$ cat src/common/mic_consts.vh
// constants for the interrupt controller: register map, reset values,
// vector addresses, sense codes and sequencer states.
// assumes inclusion by bare name from the rtl files.
`ifndef MIC_CONSTS_VH
`define MIC_CONSTS_VH

// ----------------------------------------
// register map (byte addresses)
// ----------------------------------------
`define MIC_ADDR_SENSE      4'h0
`define MIC_ADDR_PINSEL     4'h4
`define MIC_ADDR_STATUS     4'h8
`define MIC_ADDR_PEND       4'hC
`define MIC_ADDR_HI         31:4
`define MIC_ADDR_LO         3:0

// ----------------------------------------
// reset values and vector addresses
// ----------------------------------------
`define MIC_SENSE_RST       8'h00
`define MIC_PINSEL_RST      8'h0C
`define MIC_VEC_RESET       16'hFFFE
`define MIC_VEC_TRAP        16'hFFFC
`define MIC_VEC_SRC0        16'hFFFA

// ----------------------------------------
// sources and sense codes
// ----------------------------------------
`define MIC_NSRC            14
`define MIC_SRC_AWU         0
`define MIC_SRC_LINE0       1
`define MIC_SRC_ATOVF       9
`define MIC_SRC_LTRTC1      11
`define MIC_SRC_SPI         12
`define MIC_SENSE_FALL_LOW  2'b00
`define MIC_SENSE_RISE      2'b01
`define MIC_SENSE_FALL      2'b10
`define MIC_SENSE_BOTH      2'b11
`define MIC_PINSEL_PB4      2'b01

// ----------------------------------------
// bus responses and status bits
// ----------------------------------------
`define MIC_RESP_OKAY       2'b00
`define MIC_RESP_SLVERR     2'b10
`define MIC_STAT_MASK       0
`define MIC_STAT_BUSY       1
`define MIC_STAT_WAKE       2

// ----------------------------------------
// sequencer states
// ----------------------------------------
`define MIC_ST_IDLE         2'b00
`define MIC_ST_PUSH         2'b01
`define MIC_ST_LOAD         2'b10
`define MIC_ST_POP          2'b11
`define MIC_CTX_LAST        2'b11

`endif

$ cat src/rtl/mic_intc.v
// interrupt controller for an 8-bit core: arbitration, vectors, trap,
// return, external line sensing and wake-up selection.
// assumes pins and cpu strobes synchronous to CLK, AXI4-Lite master.
//
// Notes on behaviour
// - maskable requests served only with mask clear
// - masked requests stay pending until unmasked
// - global mask set out of reset
// - entry: finish instruction, push context, mask, vector
// - return pops context and clears mask
// - no nesting, entry sets mask
// - fixed priority, lowest number wins
// - any wakes wait; selected sources wake halt
// - trap entered regardless of mask
// - edge requests latched, cleared on handler entry
// - nand group low pin masks line request
// - peripheral request needs enable and clear mask
// - clear sequence discards pending latched request
// - two-byte vectors descending from top of memory
// - auto-wakeup only from wait and auto-wakeup halt mode
// - active-halt woken by timer overflow and rtc1
// - sense register: four 2-bit fields, reset zero
// - sense codes: fall+low, rise, fall, both
// - sense writes accepted only while masked
// - sense change clears line pending request
// - pin select reset 0Ch, line3 picks PB0-PB2
// - line2 picks PB3-PB6; PB4 no halt wake
// - line1 picks PA4-PA7, line0 PA0-PA3
`timescale 1ns/1ps
`include "mic_consts.vh"

module mic_intc (
	// clock and reset
	input  wire        CLK,
	input  wire        RST_N,
	// axi4-lite write address
	input  wire [31:0] S_AXI_AWADDR,
	input  wire        S_AXI_AWVALID,
	output wire        S_AXI_AWREADY,
	// axi4-lite write data
	input  wire [31:0] S_AXI_WDATA,
	input  wire [3:0]  S_AXI_WSTRB,
	input  wire        S_AXI_WVALID,
	output wire        S_AXI_WREADY,
	// axi4-lite write response
	output reg  [1:0]  S_AXI_BRESP,
	output reg         S_AXI_BVALID,
	input  wire        S_AXI_BREADY,
	// axi4-lite read address
	input  wire [31:0] S_AXI_ARADDR,
	input  wire        S_AXI_ARVALID,
	output wire        S_AXI_ARREADY,
	// axi4-lite read data
	output reg  [31:0] S_AXI_RDATA,
	output reg  [1:0]  S_AXI_RRESP,
	output reg         S_AXI_RVALID,
	input  wire        S_AXI_RREADY,
	// port pins feeding external lines
	input  wire [7:0]  PORT_A,
	input  wire [6:0]  PORT_B,
	input  wire [3:0]  EXT_NAND_EN,
	// peripheral request sources
	input  wire [13:0] PERIPH_FLAG,
	input  wire [13:0] PERIPH_EN,
	input  wire [13:0] PERIPH_CLR,
	// cpu sequencer
	input  wire        INSTR_END,
	input  wire        TRAP_EXEC,
	input  wire        RETURN_FROM_HANDLER_EXEC,
	input  wire        SET_MASK,
	input  wire        CLR_MASK,
	output wire        CPU_STALL,
	output reg         STACK_PUSH,
	output reg         STACK_POP,
	output reg  [1:0]  STACK_SEL,
	output reg         PC_LOAD,
	output reg  [15:0] VEC_ADDR,
	output reg         GLOBAL_MASK,
	// low power modes
	input  wire        MODE_WAIT,
	input  wire        MODE_HALT,
	input  wire        MODE_AUTO_WAKEUP_HALT_MODE,
	input  wire        MODE_ACTIVE_HALT,
	output reg         WAKE_UP
);

	// ----------------------------------------
	// reset release
	// ----------------------------------------
	reg rst_ff1;
	reg rst_ff2;
	wire rst_n = rst_ff2;

	always @(posedge CLK or negedge RST_N) begin
		if (!RST_N) begin
			rst_ff1 <= 1'b0;
			rst_ff2 <= 1'b0;
		end else begin
			rst_ff1 <= 1'b1;
			rst_ff2 <= rst_ff1;
		end
	end

	// ----------------------------------------
	// declarations
	// ----------------------------------------
	reg  [7:0]  sense;
	reg  [7:0]  pinsel;
	reg  [13:0] periph_pend;
	reg  [1:0]  state;
	reg  [1:0]  ctx_cnt;
	reg         trap_pend;
	reg         took_trap;
	reg  [3:0]  took_src;
	reg         aw_held;
	reg         w_held;
	reg  [31:0] aw_addr;
	reg  [7:0]  w_data;
	reg         w_lane0;
	wire [3:0]  ext_req;
	wire [3:0]  ext_halt_ok;
	reg  [3:0]  sel_src;
	reg         sel_any;
	reg  [31:0] next_rdata;
	reg  [1:0]  next_rresp;
	reg         next_wake;
	integer     k;
	wire [15:0] grp_all = {1'b1, PORT_B[2:0], PORT_B[6:3], PORT_A[7:4], PORT_A[3:0]};
	wire [13:0] req_all;
	wire        wr_fire = aw_held & w_held & ~S_AXI_BVALID;
	wire        wr_hit  = (aw_addr[`MIC_ADDR_HI] == 28'h000_0000);
	wire        sense_wr = wr_fire & wr_hit & w_lane0 & (aw_addr[`MIC_ADDR_LO] == `MIC_ADDR_SENSE)
	                       & GLOBAL_MASK;
	wire        pinsel_wr = wr_fire & wr_hit & w_lane0 & (aw_addr[`MIC_ADDR_LO] == `MIC_ADDR_PINSEL);
	wire        load_ext = (state == `MIC_ST_LOAD) & ~took_trap;
	wire        trap_now = trap_pend | TRAP_EXEC;
	wire        maskable_go = ~GLOBAL_MASK & sel_any;
	wire        entry_go = (state == `MIC_ST_IDLE) & INSTR_END & (trap_now | maskable_go);

	// ----------------------------------------
	// external lines
	// ----------------------------------------
	genvar i;
	generate
		for (i = 0; i < 4; i = i + 1) begin : g_line
			reg        prev;
			reg        latch;
			wire [1:0] code = sense[2*i+1:2*i];
			wire [3:0] grp  = grp_all[4*i+3:4*i];
			wire       src  = grp[pinsel[2*i+1:2*i]];
			wire       rise = src & ~prev;
			wire       fall = ~src & prev;
			wire       nand_ok = ~EXT_NAND_EN[i] | (&grp);
			wire       low_lvl = (code == `MIC_SENSE_FALL_LOW) & ~src;
			wire       chg = sense_wr & (w_data[2*i+1:2*i] != code);
			wire       ack = load_ext & (took_src == (`MIC_SRC_LINE0 + i));
			reg        hit;

			always @* begin
				case (code)
					`MIC_SENSE_FALL_LOW: hit = fall;
					`MIC_SENSE_RISE:     hit = rise;
					`MIC_SENSE_FALL:     hit = fall;
					default:             hit = rise | fall;
				endcase
			end

			// a new edge in the clearing cycle is kept
			always @(posedge CLK or negedge rst_n) begin
				if (!rst_n) begin
					prev  <= 1'b1;
					latch <= 1'b0;
				end else begin
					prev  <= src;
					latch <= (hit & nand_ok) | (latch & ~ack & ~chg);
				end
			end

			assign ext_req[i]     = (latch | low_lvl) & nand_ok;
			assign ext_halt_ok[i] = !((i == 2) && (pinsel[2*i+1:2*i] == `MIC_PINSEL_PB4));
		end
	endgenerate

	// ----------------------------------------
	// peripheral requests and arbitration
	// ----------------------------------------
	always @(posedge CLK or negedge rst_n) begin
		if (!rst_n)
			periph_pend <= 14'h0000;
		else
			periph_pend <= PERIPH_FLAG | (periph_pend & ~PERIPH_CLR);
	end

	// line sources 1..4 replace peripheral slots; slot 13 is unused
	assign req_all = {1'b0, periph_pend[12:5] & PERIPH_EN[12:5], ext_req,
	                  periph_pend[0] & PERIPH_EN[0]};

	always @* begin
		sel_src = 4'h0;
		sel_any = 1'b0;
		for (k = `MIC_NSRC - 1; k >= 0; k = k - 1) begin
			if (req_all[k]) begin
				sel_src = k[3:0];
				sel_any = 1'b1;
			end
		end
	end

	// ----------------------------------------
	// entry and return sequencer
	// ----------------------------------------
	always @(posedge CLK or negedge rst_n) begin
		if (!rst_n) begin
			state       <= `MIC_ST_IDLE;
			ctx_cnt     <= 2'b00;
			trap_pend   <= 1'b0;
			took_trap   <= 1'b0;
			took_src    <= 4'h0;
			STACK_PUSH  <= 1'b0;
			STACK_POP   <= 1'b0;
			STACK_SEL   <= 2'b00;
			PC_LOAD     <= 1'b0;
			VEC_ADDR    <= `MIC_VEC_RESET;
			GLOBAL_MASK <= 1'b1;
		end else begin
			STACK_PUSH <= 1'b0;
			STACK_POP  <= 1'b0;
			PC_LOAD    <= 1'b0;
			if (TRAP_EXEC)
				trap_pend <= 1'b1;
			if (SET_MASK)
				GLOBAL_MASK <= 1'b1;
			else if (CLR_MASK)
				GLOBAL_MASK <= 1'b0;
			case (state)
				`MIC_ST_IDLE: begin
					if (entry_go) begin
						// trap is not maskable and outranks every source
						took_trap  <= trap_now;
						took_src   <= sel_src;
						trap_pend  <= 1'b0;
						ctx_cnt    <= 2'b00;
						STACK_PUSH <= 1'b1;
						STACK_SEL  <= 2'b00;
						state      <= `MIC_ST_PUSH;
					end else if (RETURN_FROM_HANDLER_EXEC) begin
						ctx_cnt   <= 2'b00;
						STACK_POP <= 1'b1;
						STACK_SEL <= `MIC_CTX_LAST;
						state     <= `MIC_ST_POP;
					end
				end
				`MIC_ST_PUSH: begin
					// order: pc, x, a, flags
					ctx_cnt    <= ctx_cnt + 2'b01;
					STACK_PUSH <= 1'b1;
					STACK_SEL  <= ctx_cnt + 2'b01;
					if (ctx_cnt == `MIC_CTX_LAST - 2'b01)
						state <= `MIC_ST_LOAD;
				end
				`MIC_ST_LOAD: begin
					GLOBAL_MASK <= 1'b1;
					PC_LOAD     <= 1'b1;
					VEC_ADDR    <= took_trap ? `MIC_VEC_TRAP
					               : (`MIC_VEC_SRC0 - {11'h000, took_src, 1'b0});
					state       <= `MIC_ST_IDLE;
				end
				default: begin
					// pops in reverse: flags, a, x, pc
					if (ctx_cnt == `MIC_CTX_LAST) begin
						GLOBAL_MASK <= 1'b0;
						state       <= `MIC_ST_IDLE;
					end else begin
						ctx_cnt   <= ctx_cnt + 2'b01;
						STACK_POP <= 1'b1;
						STACK_SEL <= `MIC_CTX_LAST - ctx_cnt - 2'b01;
					end
				end
			endcase
		end
	end

	assign CPU_STALL = (state != `MIC_ST_IDLE);

	// ----------------------------------------
	// wake-up selection
	// ----------------------------------------
	always @* begin
		next_wake = 1'b0;
		if (MODE_WAIT)
			next_wake = |req_all;
		else if (MODE_ACTIVE_HALT)
			next_wake = req_all[`MIC_SRC_ATOVF] | req_all[`MIC_SRC_LTRTC1];
		else if (MODE_HALT || MODE_AUTO_WAKEUP_HALT_MODE)
			next_wake = (|(ext_req & ext_halt_ok)) | req_all[`MIC_SRC_SPI]
			            | (MODE_AUTO_WAKEUP_HALT_MODE & req_all[`MIC_SRC_AWU]);
	end

	always @(posedge CLK or negedge rst_n) begin
		if (!rst_n)
			WAKE_UP <= 1'b0;
		else
			WAKE_UP <= next_wake;
	end

	// ----------------------------------------
	// register bus
	// ----------------------------------------
	assign S_AXI_AWREADY = ~aw_held & ~S_AXI_BVALID;
	assign S_AXI_WREADY  = ~w_held & ~S_AXI_BVALID;
	assign S_AXI_ARREADY = ~S_AXI_RVALID;

	always @(posedge CLK or negedge rst_n) begin
		if (!rst_n) begin
			aw_held      <= 1'b0;
			w_held       <= 1'b0;
			aw_addr      <= 32'h0000_0000;
			w_data       <= 8'h00;
			w_lane0      <= 1'b0;
			S_AXI_BVALID <= 1'b0;
			S_AXI_BRESP  <= `MIC_RESP_OKAY;
			sense        <= `MIC_SENSE_RST;
			pinsel       <= `MIC_PINSEL_RST;
		end else begin
			if (S_AXI_AWVALID && S_AXI_AWREADY) begin
				aw_held <= 1'b1;
				aw_addr <= S_AXI_AWADDR;
			end
			if (S_AXI_WVALID && S_AXI_WREADY) begin
				w_held  <= 1'b1;
				w_data  <= S_AXI_WDATA[7:0];
				w_lane0 <= S_AXI_WSTRB[0];
			end
			if (wr_fire) begin
				aw_held      <= 1'b0;
				w_held       <= 1'b0;
				S_AXI_BVALID <= 1'b1;
				S_AXI_BRESP  <= (wr_hit && aw_addr[1:0] == 2'b00) ? `MIC_RESP_OKAY : `MIC_RESP_SLVERR;
			end else if (S_AXI_BREADY) begin
				S_AXI_BVALID <= 1'b0;
			end
			if (sense_wr)
				sense <= w_data;
			if (pinsel_wr)
				pinsel <= w_data;
		end
	end

	always @* begin
		next_rresp = `MIC_RESP_OKAY;
		next_rdata = 32'h0000_0000;
		if (S_AXI_ARADDR[`MIC_ADDR_HI] != 28'h000_0000 || S_AXI_ARADDR[1:0] != 2'b00)
			next_rresp = `MIC_RESP_SLVERR;
		else begin
			case (S_AXI_ARADDR[`MIC_ADDR_LO])
				`MIC_ADDR_SENSE:  next_rdata = {24'h00_0000, sense};
				`MIC_ADDR_PINSEL: next_rdata = {24'h00_0000, pinsel};
				`MIC_ADDR_STATUS: begin
					next_rdata[`MIC_STAT_MASK] = GLOBAL_MASK;
					next_rdata[`MIC_STAT_BUSY] = CPU_STALL;
					next_rdata[`MIC_STAT_WAKE] = WAKE_UP;
				end
				`MIC_ADDR_PEND:   next_rdata = {18'h0_0000, req_all};
				default:          next_rresp = `MIC_RESP_SLVERR;
			endcase
		end
	end

	always @(posedge CLK or negedge rst_n) begin
		if (!rst_n) begin
			S_AXI_RVALID <= 1'b0;
			S_AXI_RDATA  <= 32'h0000_0000;
			S_AXI_RRESP  <= `MIC_RESP_OKAY;
		end else if (S_AXI_ARVALID && S_AXI_ARREADY) begin
			S_AXI_RVALID <= 1'b1;
			S_AXI_RDATA  <= next_rdata;
			S_AXI_RRESP  <= next_rresp;
		end else if (S_AXI_RREADY) begin
			S_AXI_RVALID <= 1'b0;
		end
	end

endmodule // mic_intc

$ cat config.mk
export PLATFORM = sky130hd
export DESIGN_NAME = mic_intc
export DESIGN_NICKNAME = d
export VERILOG_FILES = /design/src/rtl/mic_intc.v
export VERILOG_INCLUDE_DIRS = /design/src /design/src/common
export SDC_FILE = /design/constraint.sdc
export NUM_CORES = 1
export LEC_CHECK = 0
export ABC_AREA = 1
export BUFFER_PORTS_ARGS = -buffer_cell sky130_fd_sc_hd__buf_2
export CAP_MARGIN = 40
export CORE_UTILIZATION = 45
export CTS_CLUSTER_DIAMETER = 100
export DETAILED_ROUTE_END_ITERATION = 10
export HOLD_SLACK_MARGIN = 0.12
export MAX_ROUTING_LAYER = met4
export PLACE_DENSITY = 0.8
export SLEW_MARGIN = 5
export SYNTH_ARGS = -nofsm -noshare
export SYNTH_HDL_FRONTEND = slang
export SYNTH_SLANG_ARGS = --single-unit
export TNS_END_PERCENT = 20
$ cat constraint.sdc
create_clock -name CLK -period 10.5 [get_ports CLK]
set_clock_uncertainty 0.2 [all_clocks]
set_input_delay 1.05 -clock CLK [delete_from_list [all_inputs] [get_ports CLK]]
set_output_delay 1.05 -clock CLK [all_outputs]
set_load 0.01 [all_outputs]
==> results by group, run 1 <==
Status
  • Status: complete, no violations

Placed design
  • Area post-placement: roughly 6900 um2
  • PortBufs: 167
  • Post-place setup slack: between 7 and 8 ns
  • DP HPWL: ~11 mm
  • Number of instances in the placed design: around 1,000
  • Placer Congestion: just under 0.9

Worst setup path
  • FF-to-FF path depth: 6
  • CP Buf/Inv Count: 2
  • Startpoint types: flop
  • Slowest stage delay, CP: roughly 0.45 ns
  • Critical Path Slowest Stage Cell: dfrtp_1
  • CP Class: flop to primary output
  • R2R Setup Slk: between 7 and 8 ns
  • CP arrival: about 1.5 ns
  • CP delay by family, top: flip-flops
  • CP Capture Type: primary output
  • RR Endpoint: g_line[1].latch
  • Worst r2r src: aw_addr[5]
  • Worst EP required: between 9 and 10 ns
  • Critical-path cell list: nor2_2, inv_1, buf_2
  • Crit path max fanout: 8

Synthesis
  • #FFs+latches synth: between 100 and 150
  • Leading post-synthesis cells by instance count: nand2_1, dfrtp_1, nor2_1
  • Post-Synth Adder-Cell Area: 0.0230
  • Total number of yosys warnings: 0
  • Synth Flop Type: dfrtp_1
  • Post-Synth XOR/XNOR Area: 0.00146
  • Synth top area share: 0.438
  • Number of synthesized flops with an enable pin: 0
  • Main area contributors after synthesis: dfrtp_1, nand2_1, mux2_2, nor2_1, dfstp_2
  • Main combinational cell family by area after synthesis: simple AND/OR/NAND/NOR gates
  • Post-synthesis cell type count: 41
  • Synth Area in Compound Gates: 0.111
  • Post-Syn Area: approximately 6000 um2
  • Top-count cell post-synth: nand2_1
  • Post-Synthesis Cells: 666
  • Post-synthesis average cell area: 9.00 um2
  • Mux contribution to synthesized area: 0.0620
  • Ys async rst share: 1.00
  • Simple logic cell fraction of the synthesized area: 0.214
  • Sequential element share of the synthesized area: 0.491
  • Yosys top cell by area: dfrtp_1

Die
  • DIE AREA: approximately 14,000 um2
  • FP Rows: between 40 and 50
  • Die height: 117 um
  • Die Span X: 117 um
  • I/O pin cnt: between 200 and 250
  • Initial core utilization: 0.468
  • Core area: between 10,000 and 15,000 um2

CTS
  • Clk pin slew, worst setup/hold paths: ~0.05 ns
  • Num CTS Buffers: 17
  • CTS tree: built
  • Clock sink total: between 100 and 150
  • CTS root buffer: clkbuf_16
  • Clock latency on the worst-skew pair: between 0.4 and 0.5 ns
  • Clock H-tree levels: 4
  • Setup Buffers After CTS: 0
  • Max Buffers Root-to-Sink: 2
  • Post-cts sizing count: 0

Detailed routing
  • Iter 0 DRT Violations: 322
  • WL per Instance: around 14 um
  • Routed Antenna Nets: 0
  • First drt pass iteration count: 4
  • Drt drc: 0
  • Routed WL: ~14 mm
  • Vias: 5,151
  • Via density: roughly 5

Global route
  • Vias in the first global route: between 4,000 and 5,000
  • Aggregate global-route resource usage: 0.225
  • GRT overflow: 0
  • Global-route wire length before repair: around 24 mm
  • Initial antenna violation count: 0
  • Pin count of the biggest net entering global routing: 57

STA
  • Worst slew pin tran: between 0.9 and 1 ns
  • Worst setup margin: ~7.8 ns
  • Hold Violations, Final: 0
  • Clock period minus worst slack: 2.71 ns
  • Max Slew Vio Count: 0
  • Final period utilization: 0.258
  • Setup violators final: 0
  • Slew headroom: 0.379
  • RSZ-0062 raised after global routing: no
  • Fin Hold WS: 0.115 ns
  • Fin Setup TNS: 0 ns
  • Max frequency: 0.369 GHz

Final layout
  • Register area: approximately 2900 um2
  • Non-filler cells, final: about 1,000
  • Nets@finish: slightly above 1,000
  • Fill count: approximately 1,100
  • Antenna diode count: 0
  • Share of layout cells above drive strength 1: 0.337
  • Final instance area: about 7600 um2
  • Area of the multi-input gates: around 2600 um2
  • Area delta synth->final: 26.3%
  • Finished Core Util: 0.590

Power
  • Total power draw: about 1.7 mW
  • Maximum vdd drop: 0.187 mV
  • Pwr Density: 228 nW/um2
  • Leak pwr: 3.87 nW

Hold path
  • Worst hold path type: flop to async pin

Job
  • Max-cap violations: 0
## sequential cells by signal, summed over array words and instances, names as in the netlist, 5 cells and up
name,flops
sense,8
S_AXI_RDATA,13
VEC_ADDR,5
w_data,8
periph_pend,9
pinsel,8
aw_addr,32
## report_power, final
| part | internal (mW) | switching (mW) | total (mW) |
|---|---|---|---|
| clock | 0.400 | 0.207 | 0.608 |
| combinational | 0.190 | 0.257 | 0.447 |
| sequential | 0.587 | 0.0811 | 0.668 |
## cells in the final DEF (no fill, tap or decap), types with 12 or more instances in the layout
cell type,count
o21ai_0,30
nand2_1,127
a21oi_1,26
buf_2,167
inv_1,74
dfrtp_1,104
nand3_1,21
dfstp_2,12
conb_1,33
clkbuf_16,17
mux2_2,33
nor2_1,85
o21ai_2,17
## cell type report
class / count / share of cell area
repair buffers: 172 / 0.120
multi-input cells: 464 / 0.342
clock buffers: 18 / 0.0580
flip-flops and latches: 117 / 0.389
well taps: 172 / 0.0284
inverters: 76 / 0.0377
clock inverters: 14 / 0.0243
## logic make-up after synthesis
| logic type | Yosys count |
|---|---|
| AOI/OAI and AO/OA | 107 |
| xor gates and xnor gates | 1 |
| adders and majority gates | 11 |
| buffers and inverters | 116 |
| DFF | 117 |
| muxes | 33 |
| other | 2 |
| and+or+nand+nor | 279 |
## what timing repair did
item,CTS,global route
hold buffers,2,0
hold endpoints to repair,37,0
setup endpoints to repair,0,0
## metal layers
metal  GRT usage  up-vias  wire length (um)
met3      0.0623       27               950
met1       0.270     2412              5900
li1            -     2499                 -
met4      0.0828        0               281
met5           -        -                 0
met2       0.362      213              7110
## worst register-to-register path: cells and delay by family (launching register included)
kind,cells,cell delay (ns)
flops,1,0.38
compound gates,1,0.34
simple gates,5,1.54
## worst max path at each step
stage / to / start / cells after the start / slack, ns
5_1_grt: S_AXI_RDATA[6] / S_AXI_ARADDR[1] / 8 / 7.60
3_5_place_dp: S_AXI_RDATA[6] / S_AXI_ARADDR[1] / 8 / 7.53
4_1_cts: CPU_STALL / state[1] / 3 / 7.76
6_report: CPU_STALL / state[1] / 3 / 7.79
3_3_place_gp: S_AXI_RDATA[6] / S_AXI_ARADDR[1] / 8 / 7.54
2_1_floorplan: PC_LOAD / rst_ff2 / 0 / 6.82
Note: power is estimated with default switching activity, not from simulation.
==> run 2, diff against run 1 <==
- clock period: 10.5 -> 2.6 ns (I/O delays scaled with it)
==> run 2 against run 1 <==
Design area increased by 13%. Worst setup slack got worse by 7.7 ns. Worst hold slack improved by 0.016 ns. Critical endpoint is now S_AXI_RDATA[10]. Core utilization increased by 7.9 points. Largest power group unchanged. Clock power rose to 4.1 times the previous value. Non-clock buffer count is 103 higher. Combinational power increased to 4.5 times the previous value. Power increased to 4.2 times the previous value. Wire length up 24%. Die area unchanged. Critical path type is now primary input to flop.
==> results by group, run 2 (same netlist as run 1, synthesis figures left out) <==
Status
  • Status: complete, no violations

Global route
  • Vias in the first global route: a little under 6,000
  • Initial antenna violation count: 1
  • Global-route wire length before repair: between 20 and 30 mm
  • Aggregate global-route resource usage: 0.279
  • Pin count of the biggest net entering global routing: 42
  • Met2 Track Usage GR: 0.482
  • GRT overflow: 0
  • GR met3 Demand/Resource: 0.0725
  • Most Crowded Layer GR: met2
  • GR Layer Usage met1: 0.298

Placed design
  • DP HPWL: 10.6 mm
  • PortBufs: between 150 and 200
  • Area post-placement: around 7000 um2
  • Placer Congestion: roughly 0.90

Final layout
  • Area delta synth->final: 43.2%
  • Fill count: 927
  • Most frequent cells in the layout: buf_2, nand2_1, dfrtp_1
  • Number of flip-flops in the largest register: 32
  • Nets@finish: roughly 1,100
  • Share of layout cells above drive strength 1: 0.306
  • Largest register by flop count: aw_addr
  • Biggest regs: aw_addr: 32 flops, S_AXI_RDATA: 13 flops, periph_pend: 9 flops
  • Most common cell after layout, fill and taps aside: buf_2
  • Final instance area: roughly 8600 um2

Worst setup path
  • Worst EP required: around 2.7 ns
  • CP arrival: roughly 2.6 ns
  • CP Capture Point: S_AXI_RDATA[10]
  • CP Class: primary input to flop
  • CP Capture Type: flop
  • Crit path launch: S_AXI_ARADDR[0]
  • RR Endpoint: g_line[1].latch
  • Startpoint types: primary input
  • FF-to-FF path depth: 12
  • Worst r2r src: pinsel[2]
  • R2R Setup Slk: between 0.1 and 0.15 ns
  • Crit path max fanout: 7

CTS
  • Clock H-tree levels: 4
  • Max Buffers Root-to-Sink: 2
  • Num CTS Buffers: 17
  • Clock latency on the worst-skew pair: between 0.4 and 0.5 ns
  • CTS tree: built
  • Clock sink total: ~120
  • Clk pin slew, worst setup/hold paths: ~0.060 ns
  • CTS root buffer: clkbuf_16

STA
  • Max frequency: 0.405 GHz
  • Max Slew Vio Count: 0
  • Final period utilization: 0.951
  • Clock period minus worst slack: 2.47 ns
  • Worst slew pin tran: between 0.6 and 0.7 ns
  • Setup violators final: 0
  • RSZ-0062 raised after global routing: no
  • Fin Setup TNS: 0 ns
  • Hold Violations, Final: 0
  • Slew headroom: 0.548

Detailed routing
  • Vias: about 5,800
  • Routed WL: 17.6 mm
  • Iter 0 DRT Violations: ~410
  • WL per Instance: 15.5 um
  • Routed Antenna Nets: 0
  • Via density: between 5 and 6
  • First drt pass iteration count: 5
  • Drt drc: 0

Die
  • FP Rows: a little over 40
  • Die Span X: 117 um
  • Die height: approximately 120 um
  • DIE AREA: between 10,000 and 15,000 um2
  • Core area: between 10,000 and 15,000 um2
  • I/O pin cnt: ~240
  • Initial core utilization: 0.468

Power
  • Leak pwr: around 4.3 nW
  • Pwr Density: approximately 850 nW/um2
  • Maximum vdd drop: around 0.70 mV

Job
  • Max-cap violations: 0

Hold path
  • Worst hold path type: flop to async pin
## run 2: changes by cell type in the layout (fill, tap and decap cells not counted), moves of 2 or more
cell,delta
dlygate4sd3_1,+97
clkbuf_1,+3
clkinvlp_4,-2
clkinv_2,-3
clkbuf_8,+3
buf_4,+7
## run 2: how the worst min path moves through the flow
| stage | start | end | slack (ns) |
|---|---|---|---|
| after floorplan | RST_N | rst_ff1 | -0.24 |
| after detailed placement | RST_N | rst_ff1 | -0.15 |
| after global placement | RST_N | rst_ff1 | -0.16 |
| after global routing | rst_ff1 | rst_ff2 | 0.17 |
| final | rst_ff2 | aw_addr[10] | 0.13 |
| after CTS | PORT_B[3] | g_line[2].latch | 0.13 |
## run 2: timing repair
| action | 4_1_cts | 5_1_grt |
|---|---|---|
| hold buffers | 98 | 0 |
| hold endpoints to repair | 85 | 0 |
| setup buffers | 0 | 1 |
| resized for setup | 0 | 2 |
| setup endpoints to repair | 0 | 1 |
## run 2: cell type report
type | count | area [um2] | share of cell area
antenna | 1 | 2.50 | 0.000291
clock buffer | 24 | 492 | 0.0573
clock inverter | 8 | 145 | 0.0169
inverter | 76 | 285 | 0.0332
multi-input combinational | 464 | 2600 | 0.302
sequential | 117 | 2950 | 0.343
tap | 172 | 215 | 0.0251
timing repair buffer | 275 | 1900 | 0.222
## run 2: per-stage QoR
step                      worst slack [ns]  instances   util  power [mW]  hold slack [ns]
after floorplan                      0.457        697      -        3.99           -0.236
after global placement               0.522       1005  0.542        4.45           -0.155
after detailed placement             0.485       1005  0.542        4.53           -0.154
after CTS                            0.111       1135  0.668        7.19            0.127
after global routing               0.00421       1137  0.670        7.66            0.168
final                                0.128       1137  0.670        7.28            0.131
## run 2: per-layer routing
metal,part of all wire,wire length (um),vias to the layer above
li1,-,-,2705
met1,0.37,6600,2751
met2,0.52,9180,251
met3,0.068,1190,55
met4,0.036,637,0
met5,0,0,-
## run 2: worst max-delay path, stage by stage
cell and delay [ns]:
dlygate4sd3_1 0.54, buf_2 0.12, nor2_1 0.18, dlygate4sd3_1 0.59
nand3_1 0.09, inv_1 0.26, nand2_1 0.20, o21ai_0 0.32
## run 2: where the power goes
part	leakage [nW]	switching [mW]	internal, mW
clock network	0.306	0.812	1.70
logic	2.59	1.13	0.895
registers	1.39	0.368	2.37
total	4.29	2.31	4.97
